$ cat src/design/dfc_pkg.sv
// Package for the DRAM frequency change and write leveling sequencer
package dfc_pkg;
   // Register byte offsets
   localparam logic [7:0] DFC_REG_CTRL   = 8'h00;
   localparam logic [7:0] DFC_REG_STATUS = 8'h04;
   localparam logic [7:0] DFC_REG_TIME0  = 8'h08;
   localparam logic [7:0] DFC_REG_TIME1  = 8'h0c;
   localparam logic [7:0] DFC_REG_MODE   = 8'h10;
   localparam logic [7:0] DFC_REG_WLDLY  = 8'h14;
   // Control register fields
   localparam int DFC_CTRL_GO      = 0;
   localparam int DFC_CTRL_OP_LO   = 1;
   localparam int DFC_CTRL_OP_HI   = 2;
   localparam int DFC_CTRL_ODTEN   = 3;
   localparam int DFC_CTRL_CLKSTB  = 4;
   // Operation codes
   localparam logic [1:0] DFC_OP_ON2OFF = 2'h0;
   localparam logic [1:0] DFC_OP_OFF2ON = 2'h1;
   localparam logic [1:0] DFC_OP_PDCHG  = 2'h2;
   localparam logic [1:0] DFC_OP_WLEV   = 2'h3;
   // DRAM command encodings {cs_n, ras_n, cas_n, we_n}
   localparam logic [3:0] DFC_CMD_NOP  = 4'h7;
   localparam logic [3:0] DFC_CMD_MRS  = 4'h0;
   localparam logic [3:0] DFC_CMD_REF  = 4'h1;
   localparam logic [3:0] DFC_CMD_ZQCL = 4'h6;
   // Mode register address bits
   localparam int DFC_MR1_DLL_DIS = 0;
   localparam int DFC_MR0_DLL_RST = 8;
   localparam int DFC_MR1_WLEV    = 7;
   // Reset values of wait counts in cycles, write leveling tap limit and step gap
   localparam logic [15:0] DFC_RST_WAIT = 16'h0010;
   localparam logic [15:0] DFC_RST_DLLK = 16'h0200;
   localparam logic [7:0]  DFC_WL_MAX   = 8'hff;
   localparam logic [3:0]  DFC_WL_GAP   = 4'hf;
   typedef enum logic [3:0] {
      DFC_IDLE = 4'h0, DFC_MR1A = 4'h1, DFC_SRE  = 4'h3, DFC_CKE  = 4'h2,
      DFC_CLK  = 4'h6, DFC_SRX  = 4'h7, DFC_MR1B = 4'h5, DFC_MR0  = 4'h4,
      DFC_MRX  = 4'hc, DFC_ZQ   = 4'hd, DFC_LOCK = 4'hf, DFC_WLP  = 4'he,
      DFC_WLS  = 4'ha, DFC_DONE = 4'hb
   } dfc_state_t;
endpackage

$ cat src/design/dfc_seq.sv
// Controller-side DLL switch, clock change and write leveling sequencer
//
// Operation
// - DLL-on to off: idle, RTT off, MR1 A0=1, self-refresh, change clock, rewrite.
// - DLL-off to on starts idle, banks precharged, termination off, then self-refresh.
// - Wait tCKSRE after self-refresh entry before changing the clock.
// - Hold new clock stable tCKSRX before self-refresh exit.
// - Keep CKE high from self-refresh exit until tDLLK after DLL reset.
// - ODT low until tDLLK after DLL reset when termination was enabled.
// - After exit wait tXS, then MR1 A0=0 enables the DLL.
// - Wait tMRD, then MR0 A8=1 starts DLL reset.
// - After further tMRD program mode registers; ZQCL allowed after tMOD.
// - Wait tMOD, tDLLK after reset, and tZQoper after ZQCL.
// - Change clock only in self-refresh or precharge power-down.
// - Below minimum frequency use DLL-on to DLL-off sequence.
// - In power-down ODT low when nominal termination was enabled.
// - In power-down wait tCKSRE after CKE low before clock change.
// - During power-down clock change keep ODT and CKE low.
// - Stable clock tCKSRX before power-down exit; after tXP reset DLL.
// - During relock ODT low, CKE high; mode writes with CKE high.
// - New clock frequency stays within speed grade limits.
// - Step strobe delay until feedback goes 0 to 1, then keep it.
// - Provide adjustable per-strobe delay to align strobe with clock.
// - Only deselect or NOP during tXS after self-refresh exit.
// - Enter self-refresh only with all banks idle.
//
// Chosen here: the address map and the AXI4-Lite register port.
`timescale 1ns/1ns
module dfc_seq
   import dfc_pkg::*;
#(
   parameter int WL_W = 8
) (
   // Clock, reset, enable
   input  wire logic        sys_clk,
   input  wire logic        reset,
   input  wire logic        clk_en,
   // AXI4-Lite slave
   input  wire logic [7:0]  s_axi_awaddr,
   input  wire logic        s_axi_awvalid,
   output logic             s_axi_awready,
   input  wire logic [31:0] s_axi_wdata,
   input  wire logic [3:0]  s_axi_wstrb,
   input  wire logic        s_axi_wvalid,
   output logic             s_axi_wready,
   output logic [1:0]       s_axi_bresp,
   output logic             s_axi_bvalid,
   input  wire logic        s_axi_bready,
   input  wire logic [7:0]  s_axi_araddr,
   input  wire logic        s_axi_arvalid,
   output logic             s_axi_arready,
   output logic [31:0]      s_axi_rdata,
   output logic [1:0]       s_axi_rresp,
   output logic             s_axi_rvalid,
   input  wire logic        s_axi_rready,
   // DRAM side
   output logic             dram_cke,
   output logic             dram_odt,
   output logic [3:0]       dram_cmd,
   output logic [2:0]       dram_ba,
   output logic [15:0]      dram_addr,
   output logic             clk_change_ok,
   output logic [WL_W-1:0]  dqs_delay,
   output logic             dqs_pulse,
   input  wire logic        wl_feedback
);

   typedef struct packed {
      dfc_state_t  st;
      logic [15:0] cnt;
      logic [1:0]  op;
      logic        odt_en, busy, done, wl_fail;
      logic        prev_fb, fb_m, fb_s, clk_stb_m, clk_stb_s;
      logic [15:0] t_short, t_long, t_dllk, t_zq, mr_val;
      logic        cke, odt;
      logic [3:0]  cmd;
      logic [2:0]  ba;
      logic [15:0] addr;
      logic        chg_ok;
      logic [WL_W-1:0] dly;
      logic        pulse;
      logic        awr, wr, bv, arr, rv;
      logic [31:0] rd;
      logic        aw_got, w_got, w_strb0;
      logic [7:0]  aw_a;
      logic [31:0] w_d;
   } dfc_reg_t;

   dfc_reg_t r_ff;
   dfc_reg_t nxt_r;

   // Read data mux
   function automatic logic [31:0] dfc_rd(input dfc_reg_t s,
                                          input logic [7:0] a);
      if (a == DFC_REG_CTRL) begin
         dfc_rd = {27'h0, s.clk_stb_s, s.odt_en, s.op, 1'b0};
      end else if (a == DFC_REG_STATUS) begin
         dfc_rd = {20'h0, s.st, 4'h0, s.chg_ok, s.wl_fail, s.done, s.busy};
      end else if (a == DFC_REG_TIME0) begin
         dfc_rd = {s.t_long, s.t_short};
      end else if (a == DFC_REG_TIME1) begin
         dfc_rd = {s.t_zq, s.t_dllk};
      end else if (a == DFC_REG_MODE) begin
         dfc_rd = {16'h0, s.mr_val};
      end else if (a == DFC_REG_WLDLY) begin
         dfc_rd = {{(32-WL_W){1'b0}}, s.dly};
      end else begin
         dfc_rd = 32'h0;
      end
   endfunction

   // Next state
   always_comb begin
      logic wr_fire;
      logic start;
      logic cnt_zero;
      wr_fire  = 1'b0;
      start    = 1'b0;
      cnt_zero = (r_ff.cnt == 16'h0);
      nxt_r = r_ff;
      nxt_r.fb_m      = wl_feedback;
      nxt_r.fb_s      = r_ff.fb_m;
      nxt_r.clk_stb_m = r_ff.clk_stb_s;
      nxt_r.cmd   = DFC_CMD_NOP;
      nxt_r.pulse = 1'b0;
      if (!cnt_zero) begin
         nxt_r.cnt = r_ff.cnt - 16'h1;
      end

      // Write channel capture
      if (s_axi_awvalid && r_ff.awr) begin
         nxt_r.aw_got = 1'b1;
         nxt_r.aw_a   = s_axi_awaddr;
         nxt_r.awr    = 1'b0;
      end
      if (s_axi_wvalid && r_ff.wr) begin
         nxt_r.w_got = 1'b1;
         nxt_r.w_d   = s_axi_wdata;
         nxt_r.w_strb0 = s_axi_wstrb[0];
         nxt_r.wr    = 1'b0;
      end
      if (r_ff.aw_got && r_ff.w_got && !r_ff.bv) begin
         wr_fire     = 1'b1;
         nxt_r.bv    = 1'b1;
         nxt_r.aw_got = 1'b0;
         nxt_r.w_got  = 1'b0;
      end
      if (r_ff.bv && s_axi_bready) begin
         nxt_r.bv  = 1'b0;
         nxt_r.awr = 1'b1;
         nxt_r.wr  = 1'b1;
      end
      // Register writes, low byte lane only for control
      if (wr_fire) begin
         if (r_ff.aw_a == DFC_REG_CTRL && r_ff.w_strb0) begin
            start = r_ff.w_d[DFC_CTRL_GO] && !r_ff.busy;
            if (!r_ff.busy) begin
               nxt_r.op = r_ff.w_d[DFC_CTRL_OP_HI:DFC_CTRL_OP_LO];
               nxt_r.odt_en = r_ff.w_d[DFC_CTRL_ODTEN];
            end
            nxt_r.clk_stb_s = r_ff.w_d[DFC_CTRL_CLKSTB];
         end else if (r_ff.aw_a == DFC_REG_TIME0) begin
            nxt_r.t_short = r_ff.w_d[15:0];
            nxt_r.t_long  = r_ff.w_d[31:16];
         end else if (r_ff.aw_a == DFC_REG_TIME1) begin
            nxt_r.t_dllk = r_ff.w_d[15:0];
            nxt_r.t_zq   = r_ff.w_d[31:16];
         end else if (r_ff.aw_a == DFC_REG_MODE) begin
            nxt_r.mr_val = r_ff.w_d[15:0];
         end else if (r_ff.aw_a == DFC_REG_WLDLY && !r_ff.busy) begin
            nxt_r.dly = r_ff.w_d[WL_W-1:0];
         end
      end
      // Read channel
      if (s_axi_arvalid && r_ff.arr) begin
         nxt_r.arr = 1'b0;
         nxt_r.rv  = 1'b1;
         nxt_r.rd  = dfc_rd(r_ff, s_axi_araddr);
      end
      if (r_ff.rv && s_axi_rready) begin
         nxt_r.rv  = 1'b0;
         nxt_r.arr = 1'b1;
      end

      // Sequencer; every wait except the software clock strobe in DFC_CLK is a counter with NOP issued
      case (r_ff.st)
         DFC_IDLE: begin
            nxt_r.cke = 1'b1;
            nxt_r.odt = 1'b0; // Termination off before starting
            if (start) begin
               nxt_r.busy = 1'b1;
               nxt_r.done = 1'b0;
               nxt_r.wl_fail = 1'b0;
               nxt_r.cnt  = r_ff.t_short;
               if (nxt_r.op == DFC_OP_ON2OFF) begin
                  nxt_r.st = DFC_MR1A;
               end else if (nxt_r.op == DFC_OP_WLEV) begin
                  nxt_r.st = DFC_WLP;
                  nxt_r.cmd = DFC_CMD_MRS;
                  nxt_r.ba  = 3'h1;
                  nxt_r.addr = r_ff.mr_val | (16'h1 << DFC_MR1_WLEV);
                  nxt_r.dly = '0;
               end else begin
                  nxt_r.st = DFC_SRE;
               end
            end
         end
         DFC_MR1A: begin
            // DLL disable from idle with RTT off
            nxt_r.cmd  = DFC_CMD_MRS;
            nxt_r.ba   = 3'h1;
            nxt_r.addr = r_ff.mr_val | (16'h1 << DFC_MR1_DLL_DIS);
            nxt_r.cnt  = r_ff.t_short;
            nxt_r.st   = DFC_SRE;
         end
         DFC_SRE: if (cnt_zero) begin
            // Entry from all-banks-idle only
            nxt_r.cke = 1'b0;
            nxt_r.odt = 1'b0;
            nxt_r.cmd = (r_ff.op == DFC_OP_PDCHG) ? DFC_CMD_NOP : DFC_CMD_REF;
            nxt_r.cnt = r_ff.t_short;
            nxt_r.st  = DFC_CKE;
         end
         DFC_CKE: if (cnt_zero) begin
            // tCKSRE done: clock may now change
            nxt_r.chg_ok = 1'b1;
            nxt_r.st     = DFC_CLK;
         end
         DFC_CLK: if (r_ff.clk_stb_m) begin
            // Software signals new in-range clock
            nxt_r.chg_ok = 1'b0;
            nxt_r.cnt    = r_ff.t_short;
            nxt_r.st     = DFC_SRX;
         end
         DFC_SRX: if (cnt_zero) begin
            // tCKSRX satisfied, exit with NOP
            nxt_r.cke = 1'b1; // Held high from here
            nxt_r.odt = 1'b0;
            nxt_r.cnt = r_ff.t_long; // tXS or tXP, NOPs only
            nxt_r.st  = (r_ff.op == DFC_OP_PDCHG) ? DFC_MR0 : DFC_MR1B;
         end
         DFC_MR1B: if (cnt_zero) begin
            nxt_r.cmd  = DFC_CMD_MRS;
            nxt_r.ba   = 3'h1;
            nxt_r.addr = r_ff.mr_val;
            if (r_ff.op == DFC_OP_ON2OFF) begin
               nxt_r.addr = r_ff.mr_val | (16'h1 << DFC_MR1_DLL_DIS);
               nxt_r.cnt = r_ff.t_short;
               nxt_r.st  = DFC_DONE;
            end else begin
               nxt_r.addr = r_ff.mr_val & ~(16'h1 << DFC_MR1_DLL_DIS);
               nxt_r.cnt = r_ff.t_short; // tMRD
               nxt_r.st  = DFC_MR0;
            end
         end
         DFC_MR0: if (cnt_zero) begin
            nxt_r.cmd  = DFC_CMD_MRS; // DLL reset
            nxt_r.ba   = 3'h0;
            nxt_r.addr = r_ff.mr_val | (16'h1 << DFC_MR0_DLL_RST);
            nxt_r.cnt  = r_ff.t_short;
            nxt_r.st   = DFC_MRX;
         end
         DFC_MRX: if (cnt_zero) begin
            // Update CL, CWL, WR in MR2 with CKE high
            nxt_r.cmd  = DFC_CMD_MRS;
            nxt_r.ba   = 3'h2;
            nxt_r.addr = r_ff.mr_val;
            nxt_r.cnt  = r_ff.t_short; // tMOD
            nxt_r.st   = DFC_ZQ;
         end
         DFC_ZQ: if (cnt_zero) begin
            nxt_r.cmd = DFC_CMD_ZQCL; // After tMOD
            nxt_r.cnt = (r_ff.t_zq > r_ff.t_dllk) ? r_ff.t_zq : r_ff.t_dllk;
            nxt_r.st  = DFC_LOCK;
         end
         DFC_LOCK: if (cnt_zero) begin
            // tDLLK and tZQoper done
            nxt_r.st = DFC_DONE;
         end
         DFC_WLP: if (cnt_zero) begin
            nxt_r.pulse = 1'b1; // Single strobe edge
            nxt_r.cnt   = {12'h0, DFC_WL_GAP};
            nxt_r.prev_fb = r_ff.fb_s;
            nxt_r.st    = DFC_WLS;
         end
         DFC_WLS: if (cnt_zero) begin
            if (!r_ff.prev_fb && r_ff.fb_s) begin
               nxt_r.st = DFC_DONE; // Lock delay on 0 to 1
            end else if (r_ff.dly == WL_W'(DFC_WL_MAX)) begin
               nxt_r.wl_fail = 1'b1;
               nxt_r.st = DFC_DONE;
            end else begin
               nxt_r.prev_fb = r_ff.fb_s;
               nxt_r.dly = r_ff.dly + WL_W'(1); // Step delay
               nxt_r.pulse = 1'b1;
               nxt_r.cnt = {12'h0, DFC_WL_GAP};
            end
         end
         DFC_DONE: if (cnt_zero) begin
            if (r_ff.op == DFC_OP_WLEV) begin
               nxt_r.cmd  = DFC_CMD_MRS;
               nxt_r.ba   = 3'h1;
               nxt_r.addr = r_ff.mr_val & ~(16'h1 << DFC_MR1_WLEV);
            end
            nxt_r.busy = 1'b0;
            nxt_r.done = 1'b1;
            nxt_r.st   = DFC_IDLE;
         end
         default: nxt_r.st = DFC_IDLE;
      endcase
   end

   // State register
   always_ff @(posedge sys_clk) begin
      if (reset) begin
         r_ff <= '{st: DFC_IDLE, cmd: DFC_CMD_NOP, awr: 1'b1, wr: 1'b1,
                   arr: 1'b1, t_short: DFC_RST_WAIT, t_long: DFC_RST_WAIT,
                   t_dllk: DFC_RST_DLLK, t_zq: DFC_RST_DLLK, default: '0};
      end else if (clk_en) begin
         r_ff <= nxt_r;
      end
   end

   // Outputs straight from flops, except s_axi_bresp and s_axi_rresp tied to zero
   assign s_axi_bresp   = 2'h0;
   assign s_axi_rresp   = 2'h0;
   assign {s_axi_awready, s_axi_wready, s_axi_bvalid, s_axi_arready,
           s_axi_rvalid} = {r_ff.awr, r_ff.wr, r_ff.bv, r_ff.arr, r_ff.rv};
   assign s_axi_rdata   = r_ff.rd;
   assign {dram_cke, dram_odt, dram_cmd, dram_ba, dram_addr} =
          {r_ff.cke, r_ff.odt, r_ff.cmd, r_ff.ba, r_ff.addr};
   assign {clk_change_ok, dqs_delay, dqs_pulse} =
          {r_ff.chg_ok, r_ff.dly, r_ff.pulse};

   // Checks
   AST_CKE_LOW_CHG: assert property (@(posedge sys_clk) disable iff (reset)
      clk_change_ok |-> !dram_cke && !dram_odt)
      else $error("cke or odt high during clock change");
   AST_ODT_LOCK: assert property (@(posedge sys_clk) disable iff (reset)
      (r_ff.st == DFC_LOCK) |-> dram_cke && !dram_odt)
      else $error("cke low or odt high during relock");
   AST_NOP_WAIT: assert property (@(posedge sys_clk) disable iff (reset)
      (r_ff.st == DFC_MR1B && r_ff.cnt > 16'h1)
      |=> dram_cmd == DFC_CMD_NOP)
      else $error("command during exit wait");
   AST_SRE_BEFORE_CHG: assert property (@(posedge sys_clk)
      disable iff (reset)
      $rose(clk_change_ok) |-> $past(r_ff.st) == DFC_CKE)
      else $error("clock change allowed too early");
   AST_DLL_RST: assert property (@(posedge sys_clk) disable iff (reset)
      (dram_cmd == DFC_CMD_MRS && dram_ba == 3'h0 && r_ff.busy)
      |-> dram_addr[DFC_MR0_DLL_RST])
      else $error("mr0 write without dll reset");
   AST_ZQ_CKE: assert property (@(posedge sys_clk) disable iff (reset)
      (dram_cmd == DFC_CMD_ZQCL) |-> dram_cke && !dram_odt)
      else $error("zq issued with cke low");
   AST_WL_STEP: assert property (@(posedge sys_clk) disable iff (reset)
      (clk_en && r_ff.st == DFC_WLS && r_ff.cnt == 16'h0 && !r_ff.prev_fb
       && !r_ff.fb_s && r_ff.dly != WL_W'(DFC_WL_MAX))
      |=> dqs_delay == $past(dqs_delay) + WL_W'(1))
      else $error("strobe delay did not step");
   AST_SRX_CKE: assert property (@(posedge sys_clk) disable iff (reset)
      (clk_en && r_ff.st == DFC_SRX && r_ff.cnt == 16'h0) |=> dram_cke)
      else $error("cke not raised at exit");

endmodule

$ cat config.mk
export PLATFORM = sky130hd
export DESIGN_NAME = dfc_seq
export DESIGN_NICKNAME = d
export VERILOG_FILES = /design/src/design/dfc_pkg.sv /design/src/design/dfc_seq.sv
export SDC_FILE = /design/constraint.sdc
export NUM_CORES = 1
export LEC_CHECK = 0
export ABC_CLOCK_PERIOD_IN_PS = 2520
export BUFFER_PORTS_ARGS = -buffer_cell sky130_fd_sc_hd__buf_2
export CORE_MARGIN = 4
export CORE_UTILIZATION = 33
export DETAILED_ROUTE_END_ITERATION = 12
export SKIP_LAST_GASP = 1
export SYNTH_ARGS = -nofsm -noshare
export SYNTH_HDL_FRONTEND = slang
export SYNTH_SLANG_ARGS = --single-unit
$ cat constraint.sdc
create_clock -name sys_clk -period 2.52 [get_ports sys_clk]
set_input_delay 0.504 -clock sys_clk [delete_from_list [all_inputs] [get_ports sys_clk]]
set_output_delay 0.504 -clock sys_clk [all_outputs]
set_load 0.01 [all_outputs]
==> impl_summary.txt <==
----------------------------------------------------
[CTS]
  CTS Root Buffer Type ... clkbuf_16
  Maximum count of clock buffers along a single path ... 3
  Clock Latency Late Sink ... 0.54 ns
  H-tree depth reported by CTS ... 1
  Clock buffer count from CTS ... 27
  TritonCTS clock tree ... built
  CTS Sinks ... 222
  Clock transition time at the flip-flop clock pins of the worst setup and hold paths ... 0.06 ns

[Setup path]
  Max FO, Critical Path ... 6
  Crit Path Class ... flip-flop to flip-flop
  CP startpoint ... r_ff[158]$_SDFFE_PP0P_
  Instance count on the critical path ... 12
  Depth of the worst register-to-register path ... 12
  Critical path endpoint category ... flip-flop
  Slowest cell on crit path ... or4b_4
  Slowest Stage Delay on Critical Path ... 0.53 ns
  Crit path buf inv count ... 4
  Startpoint of the worst register-to-register path ... r_ff[158]$_SDFFE_PP0P_
  Data arrival time of the critical path ... 2.86 ns
  Required time at the worst-slack endpoint ... 2.95 ns
  Startpoint type of the worst setup path ... flip-flop
  Cell Chain, Critical Path ... inv_1 > ha_4 > nand4_1 > nor4_2 > buf_4 > a21boi_4 > or4b_4 > buf_6 > buf_4 > nand4_1 > o21ai_1 > a211o_1
  Cell class contributing the biggest share of worst-path delay ... simple AND/OR/NAND/NOR gates

[Global routing]
  Number of global-route vias before repair ... 10,895
  Largest net degree at the start of global routing ... 129
  Global Route Usage Sum ... about a fifth
  First-pass GRT wire length ... 63,400 um
  Total gr overflow ... 0
  Antenna violations before repair ... 1

[Synthesis]
  EDFF count, synth ... 0
  Main combinational cell family by area after synthesis ... simple AND/OR/NAND/NOR gates
  Synth Register Bits ... 222
  Fraction of the yosys area taken by sequential cells ... 38.2%
  Post-Synthesis Cells ... 1,500
  Post-synthesis average cell area ... 7.76 um2
  Synth top area cells ... dfxtp_1 (38%), nand2_1 (11%), a21oi_1 (8.3%)
  Fraction of the mapped netlist area in adder cells ... 2.15%
  Post-synthesis simple-gate area fraction ... 24.1%
  Post-Syn Area ... ~0.012 mm2
  Post-synthesis mux area share ... 5.26%
  Count leader, synth ... nand2_1
  Fraction of registers with async set/reset ... 0%
  Portion of synthesized cell area occupied by the leading cell type ... 38.2%
  Yosys cell types ... 88
  Count of warnings emitted by yosys ... 0
  Share of the synthesized area in compound gates (AO/OA/AOI/OAI) ... between 20% and 30%
  Area leader, netlist ... dfxtp_1
  Post-Synth XOR/XNOR Area ... 0.0753%
  Most used DFF post-synth ... dfxtp_1
  Synth top cells by count ... nand2_1 (338), dfxtp_1 (222), a21oi_1 (193)

[Layout]
  Count of inserted antenna diode cells ... 0
  Number of nets in the finished design ... between 1,500 and 2,000
  Layout Cell Area excl Fill ... 0.0143 mm2
  Layout cells sized above 1 ... 25.8%
  Filler instances ... 3,576
  Post-layout utilization of the core ... 41.3%
  Area grow syn2layout ... 23.0%

[Place]
  HPWL Detailed ... 30,400 um
  Final GP Congestion ... between 0.9 and 1
  Port bufs ... 126
  Dpl cell area ... 0.0132 mm2

[Routing]
  Number of DRC violations after detailed-routing iteration 0 ... 847
  Remaining antenna violation count after routing ... 0
  Number of design rule violations left after detail routing ... 0
  Number of vias per cell ... 5.34
  DR vias ... 11,359
  WL final ... 41,100 um
  Router iterations before antenna repair ... 5
  Average wire per standard cell ... 19.3 um

[STA]
  Unrepaired setup endpoints after global routing ... true
  Total of endpoints with negative setup slack in the final report ... 0
  Hold violation count in the final report ... 0
  Final cycle utilization of the critical path ... 96.5%
  Time the final worst path needs with I/O delays and setup ... 2.43 ns
  Worst clock skew ... 0.0170 ns
  Maximum achievable frequency ... 411 MHz
  Tightest slew margin relative to the limit ... 50.2%
  Worst Hold Slack ... 0.197 ns
  Slew at the pin closest to its max-slew limit ... ~0.75 ns
  Count of final max-slew check failures ... 0

[Hold path]
  Startpoint of the lowest-slack hold path ... s_axi_wdata[15]
  Worst min path class ... primary input to flip-flop
  Worst hold path cell count ... 3

[Power]
  Leakage power summed over all cells ... between 5 and 6 nW
  Highest ir drop seen on vdd ... around 0.5 mV
  Power density of the placed cells ... 619 mW/mm2
  Total power of the final layout ... approximately 0.0089 W

[Run]
  Max-capacitance violation count ... 0

[Floorplanning]
  I/O pin total ... 137
  Std cell rows ... 68
  Overall die area ... 0.0383 mm2
  Starting Density ... 33.6%
  Vertical die dimension ... 196 um
  Die span in x ... between 150 and 200 um
  Area of the core ... 0.0346 mm2

[Outcome]
  Outcome ... finished, final reports clean

----------------------------------------------------
[final cells by class]
cell class | count | area [um2] | area share [%]
Multi-Input combinational cell | 1079 | 6320 | 44.2
Timing Repair Buffer | 292 | 2010 | 14.0
Inverter | 31 | 116 | 0.813
Clock inverter | 15 | 121 | 0.848
Tap cell | 455 | 569 | 3.98
Sequential cell | 222 | 4460 | 31.1
Clock buffer | 35 | 716 | 5.00
[metal layers]
metal	track usage [%]	share of wire (%)	vias up
met1	28.3	45	5396
li1	-	-	5509
met3	2.58	5.8	62
met4	5.28	2.6	0
met2	34.0	46	392
met5	0	0	-
[metrics by stage]
step / setup slack, ns / setup TNS, ns / instances
floorplan: 0.146 / 0 / 1506
global placement: -0.0356 / -0.119 / 2071
detailed placement: -0.136 / -0.469 / 2071
CTS: 0.00945 / 0 / 2124
global route: -0.00533 / -0.0115 / 2129
finish: 0.0883 / 0 / 2129
[registers in the layout, indices dropped and copies added (netlist names), 2 cells and up]
signal and cells:
dram_cmd 2, dram_ba 2, r_ff 152, dqs_delay 8
nxt_r 2, dram_addr 16, s_axi_rdata 32
[cell usage in the layout (no fill, tap or decap), drive strengths merged, types with 6 or more instances in the layout]
cell type / n
a211oi: 13
a21o: 6
a21oi: 193
a221oi: 16
a22o: 8
a22oi: 16
a31oi: 14
and3: 10
buf: 292
clkbuf: 35
clkinv: 11
conb: 7
dfxtp: 222
ha: 20
inv: 30
mux2: 25
mux2i: 33
nand2: 339
nand2b: 7
nand3: 60
nand4: 14
nor2: 97
nor3: 25
nor4: 9
nor4b: 6
o211ai: 17
o21a: 7
o21ai: 47
o32ai: 8
or3: 6
[logic make-up (layout without fill, tap and decap cells)]
| kind of cell | count (synthesis) | after routing |
|---|---|---|
| xor+xnor | 1 | 1 |
| other cells | 1 | 7 |
| compound gates | 386 | 386 |
| simple gates | 607 | 607 |
| flops | 222 | 222 |
| mux | 58 | 58 |
| fa+ha+maj | 20 | 20 |
| buf+inv | 205 | 373 |
[timing repair]
action / CTS / global route
hold endpoints to repair: 0 / 0
hold buffers: 0 / 0
gates cloned: 1 / 0
buffers inserted: 2 / 5
pin swaps: 7 / 13
resized for setup: 17 / 35
endpoints found under the setup margin: 8 / 25
[final timing paths]
kind	end	slack, ns
worst max-delay path	r_ff[213]$_SDFFE_PP0P_	0.09
worst min-delay path	r_ff[15]$_SDFFE_PP0P_	0.20
worst max register to register	r_ff[213]$_SDFFE_PP0P_	0.09
worst min register to register	s_axi_rdata[19]$_SDFFE_PP0P_	0.45
[power by group]
part	internal (W)	total (W)	leakage (nW)	switching (W)
sequential	0.00362	0.00373	1.80	0.000117
clock	0.00211	0.00368	0.403	0.00156
combinational	0.000620	0.00146	3.49	0.000835
total	0.00635	0.00887	5.70	0.00252
[tightest hold or removal path: stages]
cell and delay [ns]:
buf_2 0.09, nand2_1 0.05, a21oi_1 0.05
Note: power is estimated with default switching activity, not from simulation.
